### src/fpp_pkg.sv
/*
  Constants of the fault propagation and PWM phase block.
  Assumes a 40 MHz core clock.
*/
package fpp_pkg;

  localparam int unsigned CLK_FREQ_HZ = 40_000_000;
  localparam int unsigned HICCUP_MS   = 130;
  localparam int unsigned HICCUP_CYCLES_DEF = CLK_FREQ_HZ / 1000 * HICCUP_MS;

  // Register offsets
  localparam logic [7:0] ADDR_INTERLEAVE  = 8'h04;
  localparam logic [7:0] ADDR_STATUS      = 8'h16;
  localparam logic [7:0] ADDR_PROPAGATION = 8'h20;
  localparam logic [7:0] ADDR_LATCHING    = 8'h21;
  localparam logic [7:0] ADDR_STYLE       = 8'h22;

  // Reset values
  localparam logic [7:0] RST_INTERLEAVE  = 8'h00;
  localparam logic [7:0] RST_PROPAGATION = 8'h00;
  localparam logic [7:0] RST_LATCHING    = 8'h00;
  localparam logic [7:0] RST_STYLE       = 8'h08;

  // Interleave fields
  localparam int unsigned IL_LAG_LSB   = 0;
  localparam logic [7:0]  IL_WR_MASK   = 8'hef;
  localparam int unsigned IL_FREQ_BIT  = 5;
  localparam int unsigned IL_PCNT_LSB  = 6;

  // Fault vector index, shared by propagation, latching and qualification
  localparam int unsigned NFAULT = 5;
  localparam int unsigned F_TRK = 0;
  localparam int unsigned F_TMP = 1;
  localparam int unsigned F_CUR = 2;
  localparam int unsigned F_UND = 3;
  localparam int unsigned F_OVR = 4;

  // Status bits
  localparam int unsigned ST_OVR = 1;
  localparam int unsigned ST_UND = 2;
  localparam int unsigned ST_CUR = 3;
  localparam int unsigned ST_TMP = 4;
  localparam int unsigned ST_TRK = 5;
  localparam int unsigned ST_PGD = 6;
  localparam int unsigned ST_TWN = 7;

  // Style bits
  localparam int unsigned STY_TMP_CRIT = 0;
  localparam int unsigned STY_UND_CRIT = 1;
  localparam int unsigned STY_OVR_EMER = 2;
  localparam int unsigned STY_TRK_EN   = 3;

  typedef logic [1:0] fpp_off_t;
  localparam fpp_off_t OFF_SEQ  = 2'h0;
  localparam fpp_off_t OFF_CRIT = 2'h1;
  localparam fpp_off_t OFF_EMER = 2'h2;

  // Sixteenths of a sync period per phase offset and per half period
  localparam logic [3:0] STEP_PER_PHASE = 4'h4;
  localparam logic [3:0] STEP_HALF      = 4'h8;
  localparam int unsigned STEP_SHIFT    = 4;

endpackage

### src/fpp_top.sv
/*
  OK line fault propagation with severity coding, hiccup retry and PWM
  cycle starts locked to the manager sync line.
  Faults and qualifiers come from logic on clk_i; sync and OK are async
  pins; the OK wire level is resolved outside from ok_line_oe_n_o.
*/
// Overview of operation
// - Pull OK low when fault propagates
// - Peer OK low starts own matching turn-off
// - Encode turn-off type after OK falls
// - Non-propagating fault: release OK, stop alone
// - Propagation enables held in readable register
// - Non-latching fault retries every 130 ms
// - Undervoltage turn-off is sequenced by default
// - OK changes only at sync falling edge
// - Tracking only in ramp-up, critical, disableable
// - Overtemperature with power, sequenced or critical
// - Overcurrent above prebias, critical turn-off
// - Undervoltage in steady state, sequenced or critical
// - Overvoltage above prebias, low side on
// - Warnings set status only, never propagate
// - Cycle start locked to sync falling edge
// - Bit 5 selects 500 or 1000 kHz
// - Lag is field times 22.5 degrees
// - Phase count enables PWM outputs
// - Sequenced, critical, emergency turn-off types
`timescale 1ns/1ps

module fpp_top #(
  parameter int unsigned HICCUP_CYCLES = fpp_pkg::HICCUP_CYCLES_DEF,
  parameter int unsigned HIC_W         = 23,
  parameter int unsigned PER_W         = 10
) (
  input  wire logic       clk_i,
  input  wire logic       rst_i,
  input  wire logic       cfg_we_i,
  input  wire logic [7:0] cfg_addr_i,
  input  wire logic [7:0] cfg_wdata_i,
  output logic      [7:0] cfg_rdata_o,
  input  wire logic       tracking_fault_i,
  input  wire logic       overtemperature_fault_i,
  input  wire logic       overcurrent_fault_i,
  input  wire logic       undervoltage_fault_i,
  input  wire logic       overvoltage_error_i,
  input  wire logic       temperature_warning_i,
  input  wire logic       power_good_warning_i,
  input  wire logic       ramp_up_i,
  input  wire logic       steady_state_i,
  input  wire logic       above_prebias_i,
  input  wire logic       vin_present_i,
  input  wire logic       manager_sync_line_i,
  input  wire logic       ok_line_i,
  output logic            ok_line_o,
  output logic            ok_line_oe_n_o,
  output logic            shutdown_o,
  output logic      [1:0] shutdown_type_o,
  output logic            low_side_on_o,
  output logic            restart_o,
  output logic      [3:0] pwm_cycle_start_o,
  output logic      [3:0] pwm_phase_en_o,
  output logic            freq_1mhz_o
);

  typedef enum logic [1:0] {M_RUN = 2'b01, M_OFF = 2'b10} fpp_main_t;
  typedef enum logic [4:0] {T_IDLE = 5'b00001, T_S1 = 5'b00010, T_S2 = 5'b00100,
                            T_S3 = 5'b01000, T_HOLD = 5'b10000} fpp_tx_t;
  typedef enum logic [3:0] {R_IDLE = 4'b0001, R_A = 4'b0010, R_B = 4'b0100,
                            R_LOW = 4'b1000} fpp_rx_t;

  // Slot levels after the falling edge; 1 means the line is released
  function automatic logic [1:0] slots_of(input fpp_pkg::fpp_off_t t);
    case (t)
      fpp_pkg::OFF_CRIT: slots_of = 2'h1;
      fpp_pkg::OFF_EMER: slots_of = 2'h3;
      default:           slots_of = 2'h0;
    endcase
  endfunction

  function automatic fpp_pkg::fpp_off_t type_of(input logic a, input logic b);
    if (!a)
      type_of = fpp_pkg::OFF_SEQ;
    else if (b)
      type_of = fpp_pkg::OFF_EMER;
    else
      type_of = fpp_pkg::OFF_CRIT;
  endfunction

  // Synchronisers and edges
  logic sync_meta_ff, sync_ff, sync_prev_ff, ok_meta_ff, ok_ff;
  logic sync_fall, sync_rise;

  always_ff @(posedge clk_i or posedge rst_i)
  begin
    if (rst_i)
    begin
      sync_meta_ff <= 1'b1;
      sync_ff      <= 1'b1;
      sync_prev_ff <= 1'b1;
      ok_meta_ff   <= 1'b1;
      ok_ff        <= 1'b1;
    end
    else
    begin
      sync_meta_ff <= manager_sync_line_i;
      sync_ff      <= sync_meta_ff;
      sync_prev_ff <= sync_ff;
      ok_meta_ff   <= ok_line_i;
      ok_ff        <= ok_meta_ff;
    end
  end

  assign sync_fall = sync_prev_ff & ~sync_ff;
  assign sync_rise = ~sync_prev_ff & sync_ff;

  // Registers and fault qualification
  logic [7:0] inter_ff, prop_ff, latch_ff, style_ff, status_ff, rdata_ff;
  logic [7:0] nxt_inter, nxt_prop, nxt_latch, nxt_style, nxt_status, nxt_rdata;
  logic [fpp_pkg::NFAULT-1:0] fq;
  logic [fpp_pkg::NFAULT-1:0] fault_st;
  logic                       wr_status;

  always_comb
  begin
    fq = '0;
    fq[fpp_pkg::F_TRK] = tracking_fault_i & ramp_up_i & style_ff[fpp_pkg::STY_TRK_EN];
    fq[fpp_pkg::F_TMP] = overtemperature_fault_i & vin_present_i;
    fq[fpp_pkg::F_CUR] = overcurrent_fault_i & above_prebias_i;
    fq[fpp_pkg::F_UND] = undervoltage_fault_i & steady_state_i;
    fq[fpp_pkg::F_OVR] = overvoltage_error_i & above_prebias_i;
  end

  assign wr_status = cfg_we_i & (cfg_addr_i == fpp_pkg::ADDR_STATUS);
  assign fault_st  = {status_ff[fpp_pkg::ST_OVR], status_ff[fpp_pkg::ST_UND], status_ff[fpp_pkg::ST_CUR],
                      status_ff[fpp_pkg::ST_TMP], status_ff[fpp_pkg::ST_TRK]};

  always_comb
  begin
    nxt_inter = inter_ff;
    nxt_prop  = prop_ff;
    nxt_latch = latch_ff;
    nxt_style = style_ff;
    if (cfg_we_i)
    begin
      case (cfg_addr_i)
        fpp_pkg::ADDR_INTERLEAVE:  nxt_inter = cfg_wdata_i & fpp_pkg::IL_WR_MASK;
        fpp_pkg::ADDR_PROPAGATION: nxt_prop  = cfg_wdata_i;
        fpp_pkg::ADDR_LATCHING:    nxt_latch = cfg_wdata_i;
        fpp_pkg::ADDR_STYLE:       nxt_style = cfg_wdata_i;
        default:                   nxt_inter = inter_ff;
      endcase
    end
    // Set wins over a write-one clear in the same cycle; warnings only land here
    nxt_status = status_ff & ~(wr_status ? cfg_wdata_i : 8'h00);
    nxt_status[fpp_pkg::ST_TWN] = temperature_warning_i | nxt_status[fpp_pkg::ST_TWN];
    nxt_status[fpp_pkg::ST_PGD] = power_good_warning_i | nxt_status[fpp_pkg::ST_PGD];
    nxt_status[fpp_pkg::ST_TRK] = fq[fpp_pkg::F_TRK] | nxt_status[fpp_pkg::ST_TRK];
    nxt_status[fpp_pkg::ST_TMP] = fq[fpp_pkg::F_TMP] | nxt_status[fpp_pkg::ST_TMP];
    nxt_status[fpp_pkg::ST_CUR] = fq[fpp_pkg::F_CUR] | nxt_status[fpp_pkg::ST_CUR];
    nxt_status[fpp_pkg::ST_UND] = fq[fpp_pkg::F_UND] | nxt_status[fpp_pkg::ST_UND];
    nxt_status[fpp_pkg::ST_OVR] = fq[fpp_pkg::F_OVR] | nxt_status[fpp_pkg::ST_OVR];
    nxt_status[0] = 1'b0;
    case (cfg_addr_i)
      fpp_pkg::ADDR_INTERLEAVE:  nxt_rdata = inter_ff;
      fpp_pkg::ADDR_STATUS:      nxt_rdata = status_ff;
      fpp_pkg::ADDR_PROPAGATION: nxt_rdata = prop_ff;
      fpp_pkg::ADDR_LATCHING:    nxt_rdata = latch_ff;
      fpp_pkg::ADDR_STYLE:       nxt_rdata = style_ff;
      default:                   nxt_rdata = 8'h00;
    endcase
  end

  always_ff @(posedge clk_i or posedge rst_i)
  begin
    if (rst_i)
    begin
      inter_ff  <= fpp_pkg::RST_INTERLEAVE;
      prop_ff   <= fpp_pkg::RST_PROPAGATION;
      latch_ff  <= fpp_pkg::RST_LATCHING;
      style_ff  <= fpp_pkg::RST_STYLE;
      status_ff <= 8'h00;
      rdata_ff  <= 8'h00;
    end
    else
    begin
      inter_ff  <= nxt_inter;
      prop_ff   <= nxt_prop;
      latch_ff  <= nxt_latch;
      style_ff  <= nxt_style;
      status_ff <= nxt_status;
      rdata_ff  <= nxt_rdata;
    end
  end

  // Turn-off control and hiccup retry
  fpp_main_t          state_ff, nxt_state;
  fpp_pkg::fpp_off_t  type_ff, nxt_type, worst;
  fpp_pkg::fpp_off_t  peer_type_ff, nxt_peer_type;
  logic [HIC_W-1:0]   hic_ff, nxt_hic;
  logic               drive_ff, nxt_drive, restart_ff, nxt_restart;
  logic               peer_trig_ff, nxt_peer_trig;

  always_comb
  begin
    if (fq[fpp_pkg::F_OVR] & style_ff[fpp_pkg::STY_OVR_EMER])
      worst = fpp_pkg::OFF_EMER;
    else if (fq[fpp_pkg::F_TRK] | fq[fpp_pkg::F_CUR] | fq[fpp_pkg::F_OVR] |
             (fq[fpp_pkg::F_TMP] & style_ff[fpp_pkg::STY_TMP_CRIT]) |
             (fq[fpp_pkg::F_UND] & style_ff[fpp_pkg::STY_UND_CRIT]))
      worst = fpp_pkg::OFF_CRIT;
    else
      worst = fpp_pkg::OFF_SEQ;
  end

  always_comb
  begin
    nxt_state   = state_ff;
    nxt_type    = type_ff;
    nxt_hic     = hic_ff;
    nxt_drive   = drive_ff;
    nxt_restart = 1'b0;
    case (state_ff)
      M_RUN:
      begin
        if (|fq)
        begin
          nxt_state = M_OFF;
          nxt_type  = worst;
          nxt_hic   = '0;
          nxt_drive = |(fq & prop_ff[fpp_pkg::NFAULT-1:0]);
        end
        else if (peer_trig_ff)
        begin
          nxt_state = M_OFF;
          nxt_type  = peer_type_ff;
          nxt_hic   = '0;
          nxt_drive = 1'b0;
        end
      end
      M_OFF:
      begin
        // Hiccup timer runs from the fault, not from the end of the ramp-down
        if (hic_ff == HIC_W'(HICCUP_CYCLES - 1))
        begin
          nxt_hic = '0;
          if (!(|fq) && !(|(fault_st & latch_ff[fpp_pkg::NFAULT-1:0])) && (drive_ff || ok_ff))
          begin
            nxt_state   = M_RUN;
            nxt_drive   = 1'b0;
            nxt_restart = 1'b1;
          end
        end
        else
          nxt_hic = hic_ff + HIC_W'(1);
      end
      default: nxt_state = M_RUN;
    endcase
  end

  always_ff @(posedge clk_i or posedge rst_i)
  begin
    if (rst_i)
    begin
      state_ff   <= M_RUN;
      type_ff    <= fpp_pkg::OFF_SEQ;
      hic_ff     <= '0;
      drive_ff   <= 1'b0;
      restart_ff <= 1'b0;
    end
    else
    begin
      state_ff   <= nxt_state;
      type_ff    <= nxt_type;
      hic_ff     <= nxt_hic;
      drive_ff   <= nxt_drive;
      restart_ff <= nxt_restart;
    end
  end

  // OK line transmit: fall, then two coded slots, then held low
  fpp_tx_t    tx_ff, nxt_tx;
  logic [1:0] slot_ff, nxt_slot;
  logic       pull_ff, nxt_pull;

  always_comb
  begin
    nxt_tx   = tx_ff;
    nxt_slot = slot_ff;
    if (sync_fall)
    begin
      case (tx_ff)
        T_IDLE:
        begin
          if (drive_ff)
          begin
            nxt_tx   = T_S1;
            nxt_slot = slots_of(type_ff);
          end
        end
        T_S1:    nxt_tx = T_S2;
        T_S2:    nxt_tx = T_S3;
        T_S3:    nxt_tx = T_HOLD;
        T_HOLD:  nxt_tx = drive_ff ? T_HOLD : T_IDLE;
        default: nxt_tx = T_IDLE;
      endcase
    end
    nxt_pull = (nxt_tx == T_S1) | (nxt_tx == T_HOLD) |
               ((nxt_tx == T_S2) & ~nxt_slot[0]) | ((nxt_tx == T_S3) & ~nxt_slot[1]);
  end

  always_ff @(posedge clk_i or posedge rst_i)
  begin
    if (rst_i)
    begin
      tx_ff   <= T_IDLE;
      slot_ff <= 2'h0;
      pull_ff <= 1'b0;
    end
    else
    begin
      tx_ff   <= nxt_tx;
      slot_ff <= nxt_slot;
      pull_ff <= nxt_pull;
    end
  end

  // OK line receive, sampled at sync rising edges mid-bit
  fpp_rx_t rx_ff, nxt_rx;
  logic    ok_prev_ff, nxt_ok_prev, bit_a_ff, nxt_bit_a;

  always_comb
  begin
    nxt_rx        = rx_ff;
    nxt_ok_prev   = ok_prev_ff;
    nxt_bit_a     = bit_a_ff;
    nxt_peer_trig = 1'b0;
    nxt_peer_type = peer_type_ff;
    if (sync_rise)
    begin
      nxt_ok_prev = ok_ff;
      case (rx_ff)
        R_IDLE:  nxt_rx = (ok_prev_ff & ~ok_ff) ? R_A : R_IDLE;
        R_A:
        begin
          nxt_bit_a = ok_ff;
          nxt_rx    = R_B;
        end
        R_B:
        begin
          nxt_peer_type = type_of(bit_a_ff, ok_ff);
          nxt_peer_trig = 1'b1;
          nxt_rx        = R_LOW;
        end
        R_LOW:   nxt_rx = ok_ff ? R_IDLE : R_LOW;
        default: nxt_rx = R_IDLE;
      endcase
      // Our own announcement is not taken as a peer's
      if (tx_ff != T_IDLE)
      begin
        nxt_rx        = R_LOW;
        nxt_peer_trig = 1'b0;
      end
    end
  end

  always_ff @(posedge clk_i or posedge rst_i)
  begin
    if (rst_i)
    begin
      rx_ff        <= R_IDLE;
      ok_prev_ff   <= 1'b1;
      bit_a_ff     <= 1'b0;
      peer_trig_ff <= 1'b0;
      peer_type_ff <= fpp_pkg::OFF_SEQ;
    end
    else
    begin
      rx_ff        <= nxt_rx;
      ok_prev_ff   <= nxt_ok_prev;
      bit_a_ff     <= nxt_bit_a;
      peer_trig_ff <= nxt_peer_trig;
      peer_type_ff <= nxt_peer_type;
    end
  end

  // PWM phase: sync period measured and cut into sixteenths, 22.5 degrees each
  logic [PER_W-1:0] per_cnt_ff, nxt_per_cnt, period_ff, nxt_period, sub_ff, nxt_sub, sub_len;
  logic [3:0]       step_ff, nxt_step, pwm_ff, nxt_pwm, lag, phs_mask;
  logic             tick;

  assign sub_len = (period_ff >> fpp_pkg::STEP_SHIFT) == '0 ? PER_W'(1) : (period_ff >> fpp_pkg::STEP_SHIFT);
  assign lag     = inter_ff[fpp_pkg::IL_LAG_LSB +: 4];

  always_comb
  begin
    nxt_per_cnt = (&per_cnt_ff) ? per_cnt_ff : per_cnt_ff + PER_W'(1);
    nxt_period  = period_ff;
    nxt_sub     = sub_ff;
    nxt_step    = step_ff;
    tick        = 1'b0;
    if (sync_fall)
    begin
      nxt_period  = per_cnt_ff + PER_W'(1);
      nxt_per_cnt = '0;
      nxt_sub     = '0;
      nxt_step    = 4'h0;
      tick        = 1'b1;
    end
    else if (sub_ff == sub_len - PER_W'(1))
    begin
      nxt_sub = '0;
      if (step_ff != 4'hf)
      begin
        nxt_step = step_ff + 4'h1;
        tick     = 1'b1;
      end
    end
    else
      nxt_sub = sub_ff + PER_W'(1);
    case (inter_ff[fpp_pkg::IL_PCNT_LSB +: 2])
      2'h0:    phs_mask = 4'h1;
      2'h1:    phs_mask = 4'h5;
      2'h2:    phs_mask = 4'h7;
      default: phs_mask = 4'hf;
    endcase
  end

  genvar k;
  generate
    for (k = 0; k < 4; k++)
    begin : g_phase
      logic [3:0] tgt;
      assign tgt = lag + 4'(k) * fpp_pkg::STEP_PER_PHASE;
      assign nxt_pwm[k] = tick & phs_mask[k] & (state_ff == M_RUN) &
                          ((nxt_step == tgt) |
                           (inter_ff[fpp_pkg::IL_FREQ_BIT] & (nxt_step == tgt + fpp_pkg::STEP_HALF)));
    end
  endgenerate

  always_ff @(posedge clk_i or posedge rst_i)
  begin
    if (rst_i)
    begin
      per_cnt_ff <= '0;
      period_ff  <= '0;
      sub_ff     <= '0;
      step_ff    <= 4'hf;
      pwm_ff     <= 4'h0;
    end
    else
    begin
      per_cnt_ff <= nxt_per_cnt;
      period_ff  <= nxt_period;
      sub_ff     <= nxt_sub;
      step_ff    <= nxt_step;
      pwm_ff     <= nxt_pwm;
    end
  end

  assign cfg_rdata_o       = rdata_ff;
  assign ok_line_o         = 1'b0;
  assign ok_line_oe_n_o    = ~pull_ff;
  assign shutdown_o        = (state_ff == M_OFF);
  assign shutdown_type_o   = type_ff;
  assign low_side_on_o     = (state_ff == M_OFF) & (type_ff == fpp_pkg::OFF_EMER);
  assign restart_o         = restart_ff;
  assign pwm_cycle_start_o = pwm_ff;
  assign pwm_phase_en_o    = phs_mask & {4{state_ff == M_RUN}};
  assign freq_1mhz_o       = inter_ff[fpp_pkg::IL_FREQ_BIT];

endmodule // fpp_top

### config.mk
export PLATFORM = sky130hd
export DESIGN_NAME = fpp_top
export DESIGN_NICKNAME = d
export VERILOG_FILES = /design/src/fpp_pkg.sv /design/src/fpp_top.sv
export SDC_FILE = /design/constraint.sdc
export NUM_CORES = 1
export LEC_CHECK = 0
export BUFFER_PORTS_ARGS = -buffer_cell sky130_fd_sc_hd__buf_4
export CAP_MARGIN = 5
export CORE_MARGIN = 4
export CORE_UTILIZATION = 50
export CTS_CLUSTER_DIAMETER = 40
export DETAILED_ROUTE_END_ITERATION = 6
export GPL_TIMING_DRIVEN = 0
export HOLD_SLACK_MARGIN = 0.08
export PLACE_DENSITY = 0.69
export SLEW_MARGIN = 20
export SYNTH_ARGS = -nofsm -noshare
export SYNTH_HDL_FRONTEND = slang
export SYNTH_SLANG_ARGS = --single-unit
### constraint.sdc
create_clock -name clk_i -period 4.05 [get_ports clk_i]
set_input_delay 0.2025 -clock clk_i [delete_from_list [all_inputs] [get_ports clk_i]]
set_output_delay 0.2025 -clock clk_i [all_outputs]
set_load 0.02 [all_outputs]
==> impl_results.md <==
* Synth warnings at 0
* FFs w/ async S/R, synth at 1.00
* Hold EP: cfg_rdata_o[6]
* DRT antenna net count at 0
* Biggest cell delay along the critical path at 430 ps
* GRT Util Overall at 0.204
* DP Area at 7110 um2
* Vias at 5117
* Reg-to-reg slack, setup at 800 ps
* Fin. max-slew vios at 0
* Critical path's slowest cell: dfrtp_1
* Period utilization at 0.802
* Max_cap viols at 0
* Cell count after synthesis at 638
* Hold depth at 4
* Worst reg2reg path depth at 12
* CP Class: reg -> reg
* Critical Path, Cell by Cell: nor4_2 > a21oi_1 > ha_1 > nor2b_1 > or3_1 > a31oi_1 > and4_1 > buf_6 > nand2_1 > o21ai_0 > nand2_1 > a211oi_1
* Worst reg2reg path startpoint: period_ff[9]
* Fmax at 308 MHz
* Crit path max fanout at 7
* Antenna cells at 0
* First-pass GRT wire length at 24.1 mm
* Cell mode on critical path: nand2_1
* Hold Worst Slack at 141 ps
* First-pass DRT Iterations at 6
* Commonest register cell after synthesis: dfrtp_1
* CP Capture Type: register
* Num rows at 41
* Area contributors post-synth: dfrtp_1 45%, mux2_2 5.8%, dfstp_2 5.7%
* Layout area overhead at 22.1%
* Die W at 122 um
* CP required at 4360 ps
* Largest area contributor in the netlist: dfrtp_1
* DRC at 0
* Initial antenna violation count at 0
* Synthesized netlist net count at 677
* Hold WC Path Type: in -> reg
* Core area at 12600 um2
* Synth Register Bits at 131
* Ports at 56
* Hold Path Origin: cfg_addr_i[1]
* PwrDens at 473 nW/um2
* Design Area, Final at 7890 um2
* Clock insertion delay at the later pin of the skew report at 420 ps
* Kind of start point of the critical path: register
* CTS max path bufs at 2
* Pin count of the biggest net entering global routing at 68
* Remaining Overflow, GRT at 0
* H-tree Lvls at 4
* Final Hold Vio Count at 0
* Final Setup Violations at 0
* Pleak at 3.54 nW
* CP arrival at 3560 ps
* Critical R2R Capture: pwm_cycle_start_o[2]
* Hpwl dp at 9.78 mm
* Number of buffers created by CTS at 17
* Final core occ at 0.625
* Mean Syn Cell Area at 10.1 um2
* CTS clk-pin slew, worst paths at 50 ps
* Routed WL at 14.0 mm
* Routed wire length per instance at 15.3 um
* Initial Util at 0.512
* Filler cell count at 1054
* Share of the synthesized area in the top cell type at 0.453
* Minimum clock period after layout at 3250 ps
* Unique cell type count in the Yosys netlist at 64
* Port bufs at 54
* Number of flops mapped to enable cells by yosys at 0
* CTS tree: yes
* CTS Sinks at 131
* Initial drt markers at 410
* Inst Count DP at 865
* Seq/Total Area, Yosys at 0.510
* Synth Cell Area at 6460 um2
* Setup Skew at 8.58 ps
* Crit path max-delay family: simple AND/OR/NAND/NOR gates
* Die area at 14800 um2
* Vias in the first global route at 5112
* Vias per cell at 5.57
* Slew headroom at 0.380
* Share of cells above drive strength 1 at 0.196
* Max IR drop VDD at 0.000305 V
* GPL Wtd Cong at 0.859
* Clock root buffer: clkbuf_16
* Crit path buf inv count at 1
* Slew at the pin closest to its max-slew limit at 923 ps
* Die height at 122 um
* Status: finished clean
* Nets@finish at 772
* Post-CTS setup buffers at 0
* Final std cells w/o fill at 918
* RSZ-0062 raised after global routing: false
* Total Power Consumption at 3.73 mW
[per-layer routing]
metal,wire length (um),track usage,vias to the layer above,part of all wire
met5,0,0,-,0
met4,381,0.0945,0,0.027
met3,615,0.0441,39,0.044
met2,7050,0.334,139,0.50
met1,5990,0.261,2477,0.43
li1,-,-,2462,-
[per-stage QoR]
step	setup TNS [ps]	worst slack, ps
after detailed placement	0	889
after CTS	0	799
final	0	801
after global placement	-123260	-1060
after global routing	0	573
after floorplan	0	373
[power breakdown]
group / switching (mW) / leakage [nW] / internal, mW
Combinational: 0.430 / 1.53 / 0.294
Clock: 0.520 / 0.281 / 0.921
Sequential: 0.120 / 1.72 / 1.45
[layout make-up]
cell class / instances / area [um2] / share of cell area
Sequential cell: 131 / 3300 / 0.418
Multi-Input combinational cell: 471 / 3010 / 0.382
Timing Repair Buffer: 76 / 643 / 0.0816
Clock buffer: 27 / 513 / 0.0651
Tap cell: 172 / 215 / 0.0273
Buffer: 22 / 97.6 / 0.0124
Inverter: 14 / 60.1 / 0.00762
Clock inverter: 5 / 50.0 / 0.00635
[worst min-delay path: cells and delay by family]
kind	cells	cell delay, ps
and+or+nand+nor	3	200
buffers and inverters	1	110
[cells by family (layout without fill, tap and decap cells)]
| kind of cell | after synthesis | after routing | share of synthesized area |
|---|---|---|---|
| xor+xnor | 33 | 33 | 0.0448 |
| buf+inv | 36 | 144 | 0.0233 |
| other cells | 1 | 1 | 0.000581 |
| compound gates | 136 | 136 | 0.137 |
| fa+ha+maj | 7 | 7 | 0.0136 |
| simple gates | 250 | 250 | 0.196 |
| flops | 131 | 131 | 0.510 |
| mux | 44 | 44 | 0.0746 |
[synthesized netlist by cell type (3+ instances only)]
cell type and n:
mux2i_1 11, nor2_1 51, dfrtp_1 117, a22oi_1 11
and3_1 10, nor4b_1 3, mux2_2 33, nand2b_1 11
a21o_1 4, nand3_1 30, a31oi_1 4, nor4_1 3
inv_1 14, o31ai_1 4, o41ai_1 3, ha_1 7
dfstp_2 14, and4_1 4, or3_1 7, a21oi_1 23
and2_1 7, nor3_1 3, o21ai_0 58, xor2_1 20
a22o_1 9, nor2b_1 9, clkbuf_1 17, xnor2_1 13
nand4_1 5, nand2_1 88
[registers in the layout, indices dropped and copies added, names as in the netlist, 5 cells and up]
register and flops:
hic_ff 23, per_cnt_ff 10, sub_ff 10, cfg_rdata_o 8, latch_ff 8, prop_ff 8, style_ff 8, inter_ff 7
status_ff 7, period_ff 6, tx_ff 5
[worst max path at each step]
stage	start	endpoint	slack [ps]	cells past startpoint
detailed placement	period_ff[9]	pwm_cycle_start_o[3]	890	12
floorplan	rst_i	bit_a_ff	370	1
global placement	rst_i	prop_ff[5]	-1060	2
finish	period_ff[9]	pwm_cycle_start_o[2]	800	12
CTS	period_ff[9]	pwm_cycle_start_o[2]	800	12
global route	period_ff[9]	pwm_cycle_start_o[3]	570	12
[layout by cell type (no fill, tap or decap), drive strengths merged, types with 3 or more instances in the layout]
cell         instances
a211oi               3
a21o                 4
a21oi               23
a22o                 9
a22oi               11
a31oi                4
and2                 8
and3                10
and4                 4
buf                 60
clkbuf              44
clkinv               4
dfrtp              117
dfstp               14
dlygate4sd3         21
ha                   7
inv                 14
mux2                33
mux2i               11
nand2               88
nand2b              11
nand3               30
nand4                5
nor2                51
nor2b                9
nor3                 5
nor4                 5
nor4b                4
o21ai               58
o31ai                4
o41ai                3
or3                  7
xnor2               13
xor2                20
[what timing repair did]
action,4_1_cts,5_1_grt
hold buffers,21,0
resized for setup,0,0
hold endpoints to repair,100,0
Power figures use the tool's default switching activity.
